## src/otpcl_pkg.sv

```systemverilog
// Shared constants and types for the fuse configuration loader
`default_nettype none
package otpcl_pkg;
    localparam int FUSE_BITS = 70;
    // Common word bits
    localparam int POS_SEL_DEF = 0;
    localparam int POS_BANK = 1;
    // Field low positions, bank zero then bank one
    localparam int POS_GAIN_B0 = 33;
    localparam int POS_GAIN_B1 = 66;
    localparam int POS_CREEP_B0 = 31;
    localparam int POS_CREEP_B1 = 64;
    localparam int POS_MON_B0 = 29;
    localparam int POS_MON_B1 = 62;
    localparam int POS_CAL_B0 = 27;
    localparam int POS_CAL_B1 = 60;
    localparam int POS_LED_B0 = 24;
    localparam int POS_LED_B1 = 57;
    localparam int POS_PLEV_B0 = 2;
    localparam int POS_PLEV_B1 = 35;
    localparam int PLEV_BITS = 22;
    // Hard-coded defaults
    localparam logic [1:0] DEF_GAIN = 2'h3;
    localparam logic [1:0] DEF_CREEP = 2'h1;
    localparam logic [1:0] DEF_MON = 2'h2;
    localparam logic [1:0] DEF_CAL = 2'h1;
    localparam logic [2:0] DEF_LED = 3'h5;
    localparam logic [21:0] DEF_PLEV = 22'h06A6D4;
    // Serial load frame length and mode-sample settle count
    localparam logic [6:0] SHIFT_LEN = 7'h46;
    localparam logic [1:0] SYNC_SETTLE = 2'h2;
    typedef enum logic [2:0] {
        ST_IDLE = 3'b000,
        ST_SAMPLE = 3'b001,
        ST_READ = 3'b010,
        ST_LOAD = 3'b011,
        ST_RUN = 3'b100
    } otpcl_state_t;
endpackage
`default_nettype wire

```

## src/otpcl_fuse_store.sv

```systemverilog
// Two-bank fuse cell array with registered read and burn port
`default_nettype none
`timescale 1ns/100ps
module otpcl_fuse_store
    import otpcl_pkg::*;
#(
    parameter int WIDTH = FUSE_BITS
) (
    input wire logic mclk,
    input wire logic reset_n,
    input wire logic rd_en,
    input wire logic burn_en,
    input wire logic [WIDTH-1:0] burn_data,
    output logic [WIDTH-1:0] rd_data
);
    if (WIDTH != FUSE_BITS) begin : g_width_check
        $error("fuse width must match the word");
    end

    // Cells hold their state across resets; a burn can only set cells
    logic [WIDTH-1:0] cell_q = '0;
    logic [WIDTH-1:0] cell_d;
    logic [WIDTH-1:0] rd_q;
    logic [WIDTH-1:0] rd_d;

    always_comb begin
        cell_d = burn_en ? (cell_q | burn_data) : cell_q;
        rd_d = rd_en ? cell_q : rd_q;
    end

    always_ff @(posedge mclk) begin
        cell_q <= cell_d;
    end

    always_ff @(posedge mclk or negedge reset_n) begin
        if (!reset_n) begin
            rd_q <= '0;
        end else begin
            rd_q <= rd_d;
        end
    end

    assign rd_data = rd_q;
endmodule // otpcl_fuse_store
`default_nettype wire

```

## src/otpcl_loader.sv

```systemverilog
// Power-up mode selection, fuse readout, test register and setting decode
//
// Contract
// - Two independent fuse banks are held, the bank choice bit picking which one is used.
// - At every power-up the whole fuse word is read and the active bank's settings applied.
// - Mode is sampled only at power-up: select low is normal, select high with direction low is programming.
// - Programming mode persists until the supply is removed.
// - A test write loads a register over the program pin and the device behaves per that register.
// - A burn through the program pin permanently sets fuse cells.
// - In programming mode the motor, calibration and indicator pulse outputs stay active.
// - Word bit 0 low selects hard-coded defaults, high selects fuse values.
// - Word bit 1 selects bank zero or one, default zero, shared by both banks.
// - Gain code 00 is 4, 01 and 10 are 16, 11 is 20, default 11.
// - Creep code picks 2.32, 7.43, 14.9 or 29.7 mA, default 01.
// - Motor code gives 100 to 800 imp/kWh default 10; calibration multiplier 8 to 64 default 01.
// - Indicator code gives 100 to 6400 imp/kWh for 000 to 110, default 101.
// - The 22-bit pulse level defaults to 6A6D4 and sets the internal fast pulse.
// - The fuse word is 70 bits and its top two bits are ignored.
`default_nettype none
`timescale 1ns/100ps
module otpcl_loader
    import otpcl_pkg::*;
(
    input wire logic mclk,
    input wire logic reset_n,
    input wire logic power_up_mode_select,
    input wire logic direction_output_i,
    output logic direction_output_o,
    output logic direction_output_oe,
    input wire logic energy_reverse,
    input wire logic program_pin,
    input wire logic program_clock,
    input wire logic program_load,
    output logic program_pin_mode,
    output logic cfg_valid,
    output logic pulse_out_enable,
    output logic [1:0] gain_code,
    output logic [4:0] gain_value,
    output logic [1:0] creep_code,
    output logic [11:0] creep_thresh_10ua,
    output logic [1:0] motor_code,
    output logic [9:0] motor_rate,
    output logic [1:0] cal_code,
    output logic [6:0] cal_mult,
    output logic [2:0] led_code,
    output logic [12:0] led_rate,
    output logic [21:0] pulse_level
);
    // ****************************************
    // Functions
    // ****************************************
    function automatic logic [32:0] bank_slice(input logic [FUSE_BITS-1:0] w, input logic bank);
        bank_slice = bank ? w[POS_GAIN_B1+1:POS_PLEV_B1] : w[POS_GAIN_B0+1:POS_PLEV_B0];
    endfunction

    // ****************************************
    // Pin synchronisers
    // ****************************************
    logic [4:0] sync1_q;
    logic [4:0] sync2_q;
    logic clk_prev_q;
    logic load_prev_q;
    logic mode_s, dir_s, pin_s, pclk_s, pload_s;
    always_ff @(posedge mclk or negedge reset_n) begin
        if (!reset_n) begin
            sync1_q <= '0;
            sync2_q <= '0;
            clk_prev_q <= 1'b0;
            load_prev_q <= 1'b0;
        end else begin
            sync1_q <= {power_up_mode_select, direction_output_i, program_pin, program_clock, program_load};
            sync2_q <= sync1_q;
            clk_prev_q <= sync2_q[1];
            load_prev_q <= sync2_q[0];
        end
    end
    assign {mode_s, dir_s, pin_s, pclk_s, pload_s} = sync2_q;

    // ****************************************
    // Power-up sequence
    // ****************************************
    otpcl_state_t state_q, state_d;
    logic [1:0] settle_q, settle_d;
    logic mode_program_pin_q, mode_program_pin_d;
    logic [FUSE_BITS-1:0] fuse_word_q, fuse_word_d;
    logic fuse_rd_en;
    logic [FUSE_BITS-1:0] fuse_rd_data;

    always_comb begin
        state_d = state_q;
        settle_d = settle_q;
        mode_program_pin_d = mode_program_pin_q;
        fuse_word_d = fuse_word_q;
        fuse_rd_en = 1'b0;
        case (state_q)
            ST_IDLE: state_d = ST_SAMPLE;
            ST_SAMPLE: begin
                if (settle_q == SYNC_SETTLE) begin
                    mode_program_pin_d = mode_s && !dir_s;
                    state_d = ST_READ;
                end else begin
                    settle_d = settle_q + 2'h1;
                end
            end
            ST_READ: begin
                fuse_rd_en = 1'b1;
                state_d = ST_LOAD;
            end
            ST_LOAD: begin
                fuse_word_d = fuse_rd_data;
                state_d = ST_RUN;
            end
            ST_RUN: state_d = ST_RUN;
            default: state_d = ST_IDLE;
        endcase
    end

    always_ff @(posedge mclk or negedge reset_n) begin
        if (!reset_n) begin
            state_q <= ST_IDLE;
            settle_q <= '0;
            mode_program_pin_q <= 1'b0;
            fuse_word_q <= '0;
        end else begin
            state_q <= state_d;
            settle_q <= settle_d;
            mode_program_pin_q <= mode_program_pin_d;
            fuse_word_q <= fuse_word_d;
        end
    end

    // ****************************************
    // Serial test register and burn
    // ****************************************
    logic [FUSE_BITS-1:0] shift_q, shift_d, test_q, test_d;
    logic [6:0] shift_cnt_q, shift_cnt_d;
    logic test_valid_q, test_valid_d;
    logic clk_rise, commit, test_commit, burn_en;

    assign clk_rise = pclk_s && !clk_prev_q;
    assign commit = mode_program_pin_q && (state_q == ST_RUN) && pload_s && !load_prev_q
                    && (shift_cnt_q == SHIFT_LEN);
    assign test_commit = commit && !pin_s;
    assign burn_en = commit && pin_s;

    always_comb begin
        shift_d = shift_q;
        shift_cnt_d = shift_cnt_q;
        test_d = test_q;
        test_valid_d = test_valid_q;
        if (commit) begin
            shift_cnt_d = '0;
        end else if (mode_program_pin_q && (state_q == ST_RUN) && clk_rise) begin
            shift_d = {pin_s, shift_q[FUSE_BITS-1:1]};
            if (shift_cnt_q != SHIFT_LEN) shift_cnt_d = shift_cnt_q + 7'h01;
        end
        if (test_commit) begin
            test_d = shift_q;
            test_valid_d = 1'b1;
        end
    end

    always_ff @(posedge mclk or negedge reset_n) begin
        if (!reset_n) begin
            shift_q <= '0;
            shift_cnt_q <= '0;
            test_q <= '0;
            test_valid_q <= 1'b0;
        end else begin
            shift_q <= shift_d;
            shift_cnt_q <= shift_cnt_d;
            test_q <= test_d;
            test_valid_q <= test_valid_d;
        end
    end

    otpcl_fuse_store #(.WIDTH(FUSE_BITS)) i_otpcl_fuse_store (
        .mclk(mclk),
        .reset_n(reset_n),
        .rd_en(fuse_rd_en),
        .burn_en(burn_en),
        .burn_data(shift_q),
        .rd_data(fuse_rd_data)
    );

    // ****************************************
    // Setting decode
    // ****************************************
    logic [FUSE_BITS-1:0] src_word;
    logic [32:0] fld;
    logic [1:0] dg, dc, dm, dk;
    logic [2:0] dl;
    logic [21:0] dp;
    logic [4:0] gv;
    logic [11:0] cv;
    logic [9:0] mv;
    logic [6:0] kv;
    logic [12:0] lv;

    always_comb begin
        src_word = (mode_program_pin_q && test_valid_q) ? test_q : fuse_word_q;
        fld = bank_slice(src_word, src_word[POS_BANK]);
        if (src_word[POS_SEL_DEF]) begin
            {dg, dc, dm, dk, dl, dp} = fld;
        end else begin
            {dg, dc, dm, dk, dl, dp} = {DEF_GAIN, DEF_CREEP, DEF_MON, DEF_CAL, DEF_LED, DEF_PLEV};
        end
        case (dg)
            2'h0: gv = 5'h04;
            2'h3: gv = 5'h14;
            default: gv = 5'h10;
        endcase
        case (dc)
            2'h0: cv = 12'h0E8;
            2'h1: cv = 12'h2E7;
            2'h2: cv = 12'h5D2;
            default: cv = 12'hB9A;
        endcase
        mv = 10'h064 << dm;
        kv = 7'h08 << dk;
        lv = (dl == 3'h7) ? 13'h0000 : (13'h0064 << dl);
    end

    // ****************************************
    // Registered settings
    // ****************************************
    logic [79:0] cfg_q, cfg_d;
    logic valid_q, valid_d;
    logic dir_q, dir_d;
    always_comb begin
        cfg_d = cfg_q;
        valid_d = valid_q;
        dir_d = dir_q;
        if (state_q == ST_RUN) begin
            cfg_d = {dg, gv, dc, cv, dm, mv, dk, kv, dl, lv, dp};
            valid_d = 1'b1;
            dir_d = energy_reverse;
        end
    end
    always_ff @(posedge mclk or negedge reset_n) begin
        if (!reset_n) begin
            cfg_q <= '0;
            valid_q <= 1'b0;
            dir_q <= 1'b0;
        end else begin
            cfg_q <= cfg_d;
            valid_q <= valid_d;
            dir_q <= dir_d;
        end
    end
    assign {gain_code, gain_value, creep_code, creep_thresh_10ua, motor_code, motor_rate,
            cal_code, cal_mult, led_code, led_rate, pulse_level} = cfg_q;
    assign cfg_valid = valid_q;
    assign pulse_out_enable = valid_q;
    assign program_pin_mode = mode_program_pin_q;
    assign direction_output_o = dir_q;
    assign direction_output_oe = valid_q;

    // ****************************************
    // Assertions
    // ****************************************
    AST_MODE_ONCE: assert property (@(posedge mclk) disable iff (!reset_n)
        $rose(mode_program_pin_q) |-> $past(state_q) == ST_SAMPLE && $past(mode_s) && !$past(dir_s))
        else $error("programming mode entered outside power-up sampling");
    AST_MODE_HOLD: assert property (@(posedge mclk) disable iff (!reset_n)
        state_q == ST_RUN |=> mode_program_pin_q == $past(mode_program_pin_q))
        else $error("mode changed after power-up");
    AST_READOUT: assert property (@(posedge mclk) disable iff (!reset_n)
        state_q == ST_READ |=> state_q == ST_LOAD ##1 state_q == ST_RUN ##1 valid_q)
        else $error("fuse readout sequence broken");
    AST_DEFAULT_SRC: assert property (@(posedge mclk) disable iff (!reset_n)
        !src_word[POS_SEL_DEF] |-> dp == DEF_PLEV && dl == DEF_LED && dg == DEF_GAIN)
        else $error("defaults not used while source bit is low");
    AST_BANK_ONE: assert property (@(posedge mclk) disable iff (!reset_n)
        src_word[POS_SEL_DEF] && src_word[POS_BANK] |-> dp == src_word[56:35] && dg == src_word[67:66])
        else $error("bank one fields not selected");
    AST_GAIN: assert property (@(posedge mclk) disable iff (!reset_n)
        (gv == 5'h04) == (dg == 2'h0) && (gv == 5'h14) == (dg == 2'h3))
        else $error("gain decode wrong");
    AST_CREEP: assert property (@(posedge mclk) disable iff (!reset_n)
        dc == 2'h1 |-> cv == 12'h2E7)
        else $error("creep threshold decode wrong");
    AST_TEST_LOAD: assert property (@(posedge mclk) disable iff (!reset_n)
        test_commit |=> test_valid_q && test_q == $past(shift_q) && src_word == test_q)
        else $error("test register not applied");
    AST_BURN_GATE: assert property (@(posedge mclk) disable iff (!reset_n)
        burn_en |-> mode_program_pin_q && shift_cnt_q == SHIFT_LEN)
        else $error("burn outside programming mode or short frame");
    AST_PULSES_ON: assert property (@(posedge mclk) disable iff (!reset_n)
        state_q == ST_RUN && $past(state_q) == ST_RUN |-> pulse_out_enable)
        else $error("pulse outputs not enabled");
endmodule // otpcl_loader
`default_nettype wire

```

## config.mk

```make
export PLATFORM = sky130hd
export DESIGN_NAME = otpcl_loader
export DESIGN_NICKNAME = d
export VERILOG_FILES = /design/src/otpcl_pkg.sv /design/src/otpcl_fuse_store.sv /design/src/otpcl_loader.sv
export SDC_FILE = /design/constraint.sdc
export NUM_CORES = 1
export LEC_CHECK = 0
export ABC_AREA = 1
export BUFFER_PORTS_ARGS = -buffer_cell sky130_fd_sc_hd__buf_2
export CAP_MARGIN = 20
export CORE_MARGIN = 2
export CORE_UTILIZATION = 60
export CTS_CLUSTER_SIZE = 28
export DETAILED_ROUTE_END_ITERATION = 6
export PLACE_DENSITY_LB_ADDON = 0.15
export SETUP_SLACK_MARGIN = 0.3
export SYNTH_ARGS = -nofsm -noshare
export SYNTH_HDL_FRONTEND = slang
export SYNTH_SLANG_ARGS = --single-unit
```

## constraint.sdc

```tcl
create_clock -name mclk -period 5.5 [get_ports mclk]
set_input_delay 0.55 -clock mclk [delete_from_list [all_inputs] [get_ports mclk]]
set_output_delay 0.55 -clock mclk [all_outputs]
set_load 0.01 [all_outputs]
```

==> impl_metrics.tcl, run 1 <==
set metrics [dict create \
    clkPwrFrac_pct 46.2 \
    die_area_um2 31380 \
    skew_ps 13.41 \
    tritoncts "done" \
    clk_latency_ps 530 \
    max_freq_ghz 0.3011 \
    drive_gt1_share_pct 13.21 \
    crit_start "program_pin_mode" \
    synth.avg_cell_area_um2 9.537 \
    ys_seq_elements 436 \
    p_leak_nw 9.467 \
    post_cts.repair.setup_buffers 0 \
    clkSinkCount 436 \
    hpwl_um 24240 \
    yosysWarnings 0 \
    synth_area_leaders "dfrtp_1 (51%), nand2_1 (13%), edfxtp_1 (11%)" \
    rsz0062_at_grt "no" \
    layout_min_cycle_time_ps 3322 \
    antenna_found_initial 0 \
    timing.hold.ws_ps 50.00 \
    internal_power_w 0.005047 \
    crit_type "register to register" \
    grt_max_degree 128 \
    syn2layout_area_growth_pct 10.62 \
    start_kind "register" \
    power.switching_w 0.001298 \
    final-setup-viol-count 0 \
    cts.repair.resized 0 \
    cts_buffer_depth 3 \
    fin_setup_tns_ps 0 \
    final.period_utilization_pct 60.39 \
    holdBufCountCts 0 \
    vias 12790 \
    synthArstFlopShare_pct 84.40 \
    cts-buffers-inserted 45 \
    diodes 0 \
    synth_top_area_share_pct 51.20 \
    grt_use_total_pct 26.62 \
    postRouteAntennaNets 0 \
    synthCells 1886 \
    p_comb_share_pct 1.6 \
    p_seq_share_pct 52.2 \
    fin_nets 1954 \
    cp_data_arrival_time_ps 3760 \
    drtIter0Drc 993 \
    avgViaCountPerCell 5.443 \
    firstDrtPassIters 6 \
    slew_headroom_pct 29.17 \
    htreeDepth 2 \
    wl_um 40740 \
    switching_share_pct 20.46 \
    start_util_pct 60.85 \
    ir_worst_vdd_v 0.0003399 \
    synth_common_cells "nand2_1 (602), dfrtp_1 (368), o21ai_0 (219)" \
    grt_pass1_wl_um 65740 \
    required_ps 5940 \
    syn_area_um2 17990 \
    grt_overflow 0 \
    hp-class "input pin to async pin" \
    num-fill-cells 2296 \
    drv_cap 0 \
    post_drt_wl_per_cell_um 17.33 \
    port_buffers 82 \
    outcome "complete, no violations" \
    synth_area_leader_cell "dfrtp_1" \
    core-area_um2 29560 \
    powerDensity_nw_per_um2 318.9 \
    reg2reg_from "program_pin_mode" \
    synthFlopType "dfrtp_1" \
    worst_pin_slew_ps 1062 \
    io_pins 93 \
    drc 0 \
    die_w_um 177.1 \
    yosysMostFrequentCell "nand2_1" \
    cp-end-kind "register" \
    hold_viol_final 0 \
    grt_pass1_vias 12400 \
    finalMaxSlewViolations 0 \
    globalplace.congestion 0.8080 \
    synth_edf_count 68 \
    critPathMaxFanout 64 \
    row_count 63 \
    die_y_um 177.1 \
    yosysUniqueCellTypes 40 \
    cts_root_buffer "clkbuf_16" \
    yosysSeqAreaShare_pct 62.55 \
    clkSlewWorstSetupHoldPaths_ps 60 \
]
## placed cells by master (no fill, tap or decap), types with 12 or more instances in the layout
cell / Yosys / routed
buf_4: 23 / 13
clkbuf_1: 40 / 20
o21ai_0: 219 / 219
a211oi_1: 12 / 12
o21ai_1: 70 / 70
edfxtp_1: 68 / 68
nand3_1: 91 / 91
clkbuf_16: 0 / 45
nand2_1: 602 / 600
dfrtp_1: 368 / 368
buf_2: 33 / 81
or2_2: 71 / 71
nor2_1: 30 / 27
ha_1: 19 / 19
inv_1: 166 / 166
## routing by layer
metal	GRT usage (%)	up-vias	wire length (um)
met5	0	-	0
met4	6.336	0	699
met3	5.735	58	3047
met2	41.80	395	18530
met1	38.31	6290	18460
li1	-	6049	-
## power by group through the flow
stage	clock network [W]	logic, W	registers [W]
detailed placement	0	0.000107	0.00337
CTS	0.00297	0.000107	0.00331
global placement	0	0.000106	0.00337
finish	0.00293	0.000104	0.00331
floorplan	0	0.0000414	0.00336
global route	0.00310	0.000124	0.00331
## flip-flops by register name, summed over array words and instances (netlist names)
signal / cells
i_otpcl_fuse_store.cell_q: 68
state_q: 3
shift_cnt_q: 7
test_valid_q: 1
settle_q: 2
sync2_q: 5
clk_prev_q: 1
fuse_word_q: 68
test_q: 68
cfg_q: 67
i_otpcl_fuse_store.rd_data: 68
load_prev_q: 1
shift_q: 70
direction_output_o: 1
sync1_q: 5
program_pin_mode: 1
## path summary, 6_finish.rpt
check	end	slack, ps	cells after the start
setup / recovery	cfg_q[64]	2180	10
min in group mclk	sync1_q[3]	130	1
hold / removal	i_otpcl_fuse_store.rd_data[21]	50	1
setup reg to reg	cfg_q[64]	2180	10
max in group asynchronous	fuse_word_q[8]	4030	2
hold reg to reg	sync2_q[2]	330	0
## worst max-delay path, cell delays in order (launching register included)
cell	delay [ps]
dfrtp_1	490
nand2_4	580
buf_4	630
nand2_1	180
o21ai_4	200
inv_4	100
a21oi_1	130
o21ai_1	180
ha_1	250
or2_2	300
o21ai_0	160
## stage by stage
step                      cell area, um^2  setup slack (ps)  power [W]  util [%]  std cells
after global placement              18470              2331   0.003474     62.48       2269
after floorplan                     18020              1132   0.003406         -       1895
final                               19900              2178   0.006345     67.31       2350
after CTS                           19880              2191   0.006391     67.24       2349
after global routing                19900              1879   0.006535     67.31       2350
after detailed placement            18470              2213   0.003476     62.48       2269
## cells by family after synthesis
logic type / share of synthesized area (%)
AO/OA/AOI/OAI: 9.280
XOR/XNOR: 0.2435
adder cells (fa/ha/maj): 1.322
buffers and inverters: 7.172
flip-flops: 62.55
multiplexers: 0.2226
other: 0.02085
AND/OR/NAND/NOR: 19.19
## cell type report
cell class              count  area (um^2)  area share (%)
clock inverters             9        122.6          0.6163
well taps                 390        488.0           2.453
multi-input cells        1172         5517           27.73
flip-flops and latches    436        11250           56.55
repair buffers             98        578.1           2.905
clock buffers              71         1284           6.452
inverters                 174        655.6           3.295
Note: power is estimated with default switching activity, not from simulation.
==> run 2, diff against run 1 <==
Settings changed: CORE_UTILIZATION 60 to 55.
Clock period 5.5 ns to 2.9 ns, I/O delays scaled along.
==> run 2 against run 1 <==
Compared with the run above:
- combinational power rose by 110%
- flip-flop and latch count did not move
- via count fell by 1.2%
- count of clock-buffer cells in the layout rose by 1
- first-iteration DRC count fell by 7.0%
- critical path depth did not move
- die area rose by 8.9%
- register-to-register slack got worse by 1700 ps
- sequential share of layout area fell by 1.3 points
- power rose by 96%
- critical endpoint unchanged
- largest power group unchanged
- highest routed layer unchanged
==> impl_metrics.tcl, run 2 (same netlist as run 1, synthesis figures left out) <==
set metrics [dict create \
    cts_root_buffer "clkbuf_16" \
    die_area_um2 34160 \
    cts-buffers-inserted 46 \
    post_cts.repair.setup_buffers 0 \
    grt_pass1_vias 12200 \
    critPathMaxStageDelay_ps 470 \
    top_register "shift_q" \
    final-setup-viol-count 0 \
    start_kind "register" \
    clkSlewWorstSetupHoldPaths_ps 60 \
    die_w_um 184.8 \
    drive_gt1_share_pct 14.41 \
    globalplace.congestion 0.7932 \
    vias 12640 \
    fin_setup_tns_ps 0 \
    final_common_cell "nand2_1" \
    diodes 0 \
    max_freq_ghz 0.4111 \
    fin_util_pct 62.94 \
    drv_cap 0 \
    rsz0062_at_grt "no" \
    timing.hold.ws_ps 312.4 \
    grt_pass1_wl_um 66340 \
    cp_data_arrival_time_ps 2900 \
    grt_max_degree 121 \
    post_dp_cell_area_um2 18730 \
    port_buffers 82 \
    wl_um 40670 \
    syn2layout_area_growth_pct 13.29 \
    powerDensity_nw_per_um2 611.0 \
    required_ps 3360 \
    postRouteAntennaNets 0 \
    post_drt_wl_per_cell_um 16.76 \
    drtIter0Drc 923 \
    outcome "complete, no violations" \
    start_util_pct 55.56 \
    fin_nets 1975 \
    io_pins 93 \
    antenna_found_initial 0 \
    hold_viol_final 0 \
    clkSinkCount 436 \
    num-fill-cells 2713 \
    htreeDepth 2 \
    clk_latency_ps 550 \
    layout_min_cycle_time_ps 2432 \
    finalMaxSlewViolations 0 \
    skew_ps 14.80 \
    tritoncts "done" \
    fin_area_um2 20380 \
    firstDrtPassIters 5 \
    grt_use_total_pct 24.85 \
    cp-end-kind "register" \
    drc 0 \
    cp_common_cell "nand2_1" \
    core-area_um2 32370 \
    crit_type "register to register" \
    ir_worst_vdd_v 0.0003883 \
    hp-class "input pin to async pin" \
    row_count 66 \
    avgViaCountPerCell 5.208 \
    largest_reg_flops 70 \
    final_cell_mix "nand2_1 (600), dfrtp_1 (367), o21ai_0 (219)" \
    hpwl_um 25050 \
    slowest_stage "dfrtp_2" \
    grt_overflow 0 \
    cts_buffer_depth 3 \
    worst_pin_slew_ps 681.2 \
    worstPathCellList "nand2_4 > buf_12 > o21ai_0 > nand2_1 > nand2_1 > nand2_1 > inv_1 > ha_1 > or2_2 > o21ai_0" \
    die_y_um 184.8 \
    p_leak_nw 9.668 \
    critPathMaxFanout 53 \
    slew_headroom_pct 54.48 \
    final.period_utilization_pct 83.87 \
]
[run 2: power by group]
group          switching (W)  leakage (nW)  internal [W]
registers          0.0000367          4.53       0.00624
clock network        0.00232         0.772       0.00364
logic               0.000165          4.37     0.0000520
total                0.00252          9.67       0.00993
[run 2: timing repair]
action,in CTS,in global routing
gates resized for setup,0,3
hold buffers,7,0
hold endpoints to repair,69,0
setup endpoints to repair,0,7
[run 2: worst paths after layout]
kind | start | endpoint | slack [ps] | cells after the start
setup / recovery | program_pin_mode | cfg_q[64] | 470 | 10
hold / removal | reset_n | i_otpcl_fuse_store.rd_data[20] | 310 | 2
setup reg to reg | program_pin_mode | cfg_q[64] | 470 | 10
hold reg to reg | sync1_q[3] | sync2_q[3] | 350 | 0
max in group asynchronous | reset_n | fuse_word_q[50] | 1690 | 3
min in group mclk | sync1_q[3] | sync2_q[3] | 350 | 0
[run 2: per-layer routing]
| layer | vias to the layer above | part of all wire (%) | GRT usage (%) |
|---|---|---|---|
| met1 | 6172 | 48 | 36.93 |
| met5 | - | 0 | 0 |
| met3 | 44 | 5.3 | 3.893 |
| met4 | 0 | 1.4 | 5.492 |
| li1 | 6104 | - | - |
| met2 | 321 | 45 | 38.94 |
[run 2: area by class of cell]
type	instances	area [um^2]	area share (%)
clock inverters	13	141.4	0.6939
inverters	174	655.6	3.218
clock buffers	72	1424	6.988
multi-input cells	1172	5529	27.14
repair buffers	118	820.8	4.028
flip-flops and latches	436	11250	55.22
well taps	442	553.0	2.714
[run 2: worst max-delay path, delay by kind of cell, from the launching register on]
kind                       cells  cell delay (ps)
buffers and inverters          2              400
adders and majority gates      1              210
AOI/OAI and AO/OA              2              280
and+or+nand+nor                5              950
DFF                            1              470
[run 2: stage by stage]
step                      std cells  setup WS (ps)  power [W]
final                          2427          467.7    0.01245
after global routing           2427          310.0    0.01284
after CTS                      2427          394.7    0.01255
after detailed placement       2335          426.2   0.006609
after global placement         2335          545.0   0.006603
after floorplan                1895          384.2   0.006461
==> run 3, diff against run 2 <==
Settings changed: CORE_UTILIZATION 55 to 60.
Clock period 2.9 ns to 2.5 ns, I/O delays scaled along.
==> run 3 against run 2 <==
Compared with the run above:
- wire length up 1.3%
- hold slack lost 7.9 ps
- flip-flop and latch count stayed put
- global-route usage up 2.1 points
- critical path depth shrank 3
- cell count is 1.5% lower
- worst setup slack lost 94 ps
- clock skew grew 3.0 ps
- fmax is 14% higher
- combinational power rose by 29%
- largest power group unchanged
- power increased by 14%
- cell area rose by 0.63%
==> impl_metrics.tcl, run 3 (same netlist as run 1, synthesis figures left out) <==
set metrics [dict create \
    clkSinkCount 436 \
    die_y_um 177.1 \
    final_cell_mix "nand2_1 (598), dfrtp_1 (366), o21ai_0 (219)" \
    ir_worst_vdd_v 0.0005021 \
    grt_use_total_pct 26.99 \
    drv_cap 0 \
    slowest_stage "dfrtp_1" \
    htreeDepth 2 \
    row_count 63 \
    internal_power_w 0.01129 \
    fin_nets 1994 \
    regArea_um2 11250 \
    start_util_pct 60.85 \
    gr-usage-met1_pct 40.45 \
    slew_headroom_pct 47.94 \
    hp-class "input pin to async pin" \
    p_comb_share_pct 2.0 \
    grt_pass1_vias 12300 \
    final.period_utilization_pct 85.05 \
    final_common_cell "nand2_1" \
    num-fill-cells 2246 \
    required_ps 2700 \
    avgViaCountPerCell 5.424 \
    hpwl_um 25670 \
    multi_input_area_um2 5574 \
    clk_latency_ps 540 \
    p_seq_share_pct 51.4 \
    drtIter0Drc 1230 \
    grt_pass1_wl_um 66580 \
    cts_root_buffer "clkbuf_16" \
    grt_most_used_layer "met2" \
    die_area_um2 31380 \
    drc 0 \
    dp_cells 2295 \
    vias 12960 \
    final-setup-viol-count 0 \
    worst_pin_slew_ps 780.9 \
    crit_buf_inv 3 \
    setup_slack_ps 373.9 \
    largest_reg_flops 70 \
    layout_min_cycle_time_ps 2126 \
    gr-usage-met3_pct 4.124 \
    port_buffers 82 \
    critPathMaxStageDelay_ps 430 \
    p_leak_nw 9.743 \
    hold_viol_final 0 \
    antenna_found_initial 1 \
    pre_cts_ws_ps 194.3 \
    die_w_um 177.1 \
    stdcell_count 2390 \
    grt_overflow 0 \
    io_pins 93 \
    clkPwrFrac_pct 46.6 \
    finalMaxSlewViolations 0 \
    globalplace.congestion 0.8256 \
    wl_um 41180 \
    cp-end-kind "register" \
    cts_buffer_depth 3 \
    critPathMaxFanout 27 \
    outcome "complete, no violations" \
    fin_util_pct 69.37 \
    core-area_um2 29560 \
    cts-buffers-inserted 44 \
    crit_type "register to register" \
    skew_ps 17.77 \
    fin_setup_tns_ps 0 \
    postRouteAntennaNets 0 \
    firstDrtPassIters 7 \
    switching_share_pct 20.37 \
    start_kind "register" \
    power.switching_w 0.002887 \
    drive_gt1_share_pct 15.45 \
    timing.hold.ws_ps 304.4 \
    rsz0062_at_grt "yes" \
    clkSlewWorstSetupHoldPaths_ps 60 \
    diodes 0 \
    post_drt_wl_per_cell_um 17.23 \
    powerDensity_nw_per_um2 691.2 \
    tritoncts "done" \
    syn2layout_area_growth_pct 14.00 \
    path_delay_family "simple AND/OR/NAND/NOR gates" \
    worstPathCellList "inv_1 > nand3_2 > nor2_2 > nand4_1 > buf_4 > nor2_4 > buf_8" \
    grt_max_degree 89 \
    top_register "shift_q" \
    grt_util_met2_pct 41.75 \
    cp_data_arrival_time_ps 2330 \
    max_freq_ghz 0.4703 \
]
## run 3: changes by cell type in the layout (fill, tap and decap cells not counted), moves of 3 or more
| cell | delta |
|---|---|
| buf_12 | +5 |
| buf_4 | +10 |
| buf_6 | +3 |
| clkbuf_16 | -4 |
| clkbuf_8 | +3 |
## run 3: cell type report
cell class / count / share of cell area, %
sequential: 436 / 54.88
timing repair buffer: 138 / 5.217
clock buffer: 69 / 6.517
inverter: 174 / 3.216
clock inverter: 10 / 0.6041
multi-input combinational: 1173 / 27.18
tap: 390 / 2.380
## run 3: worst reg2reg max path, stage by stage, from the launching register on
cell and delay [ps]:
dfrtp_1 430, inv_1 140, nand3_2 190, nor2_2 190, nand4_1 120, buf_4 170
nor2_4 220, buf_8 320
## run 3: worst paths after layout
path	cells after the start	start	endpoint	slack (ps)
hold reg to reg	0	sync1_q[4]	sync2_q[4]	340
min in group mclk	0	sync1_q[4]	sync2_q[4]	340
setup / recovery	7	state_q[1]	i_otpcl_fuse_store.cell_q[22]	370
hold / removal	2	reset_n	test_q[20]	300
setup reg to reg	7	state_q[1]	i_otpcl_fuse_store.cell_q[22]	370
max in group asynchronous	3	reset_n	shift_q[23]	1410
## run 3: routing by layer
layer	vias up	routed length (um)
li1	6151	-
met1	6314	18740
met2	443	18840
met3	54	2772
met4	2	806
met5	-	13
## run 3: what timing repair did
action,CTS,global route
buffers inserted,1,6
endpoints found under the setup margin,15,102
cloned,0,2
hold endpoints to repair,81,0
hold buffers,7,0
gates resized for setup,3,11
pin swaps,1,3
## run 3: through the flow
step	cell area [um^2]	total power [W]
after floorplan	18050	0.007507
after global placement	18850	0.007689
after detailed placement	18850	0.007695
after CTS	20400	0.01427
after global routing	20500	0.01463
final	20500	0.01417
## run 3: power by group through the flow
stage                     Sequential (W)  Clock (W)  Combinational (W)
after floorplan                  0.00741          0          0.0000988
after global placement           0.00742          0           0.000273
after detailed placement         0.00742          0           0.000278
after CTS                        0.00728    0.00669           0.000288
after global routing             0.00729    0.00702           0.000324
final                            0.00728    0.00661           0.000280
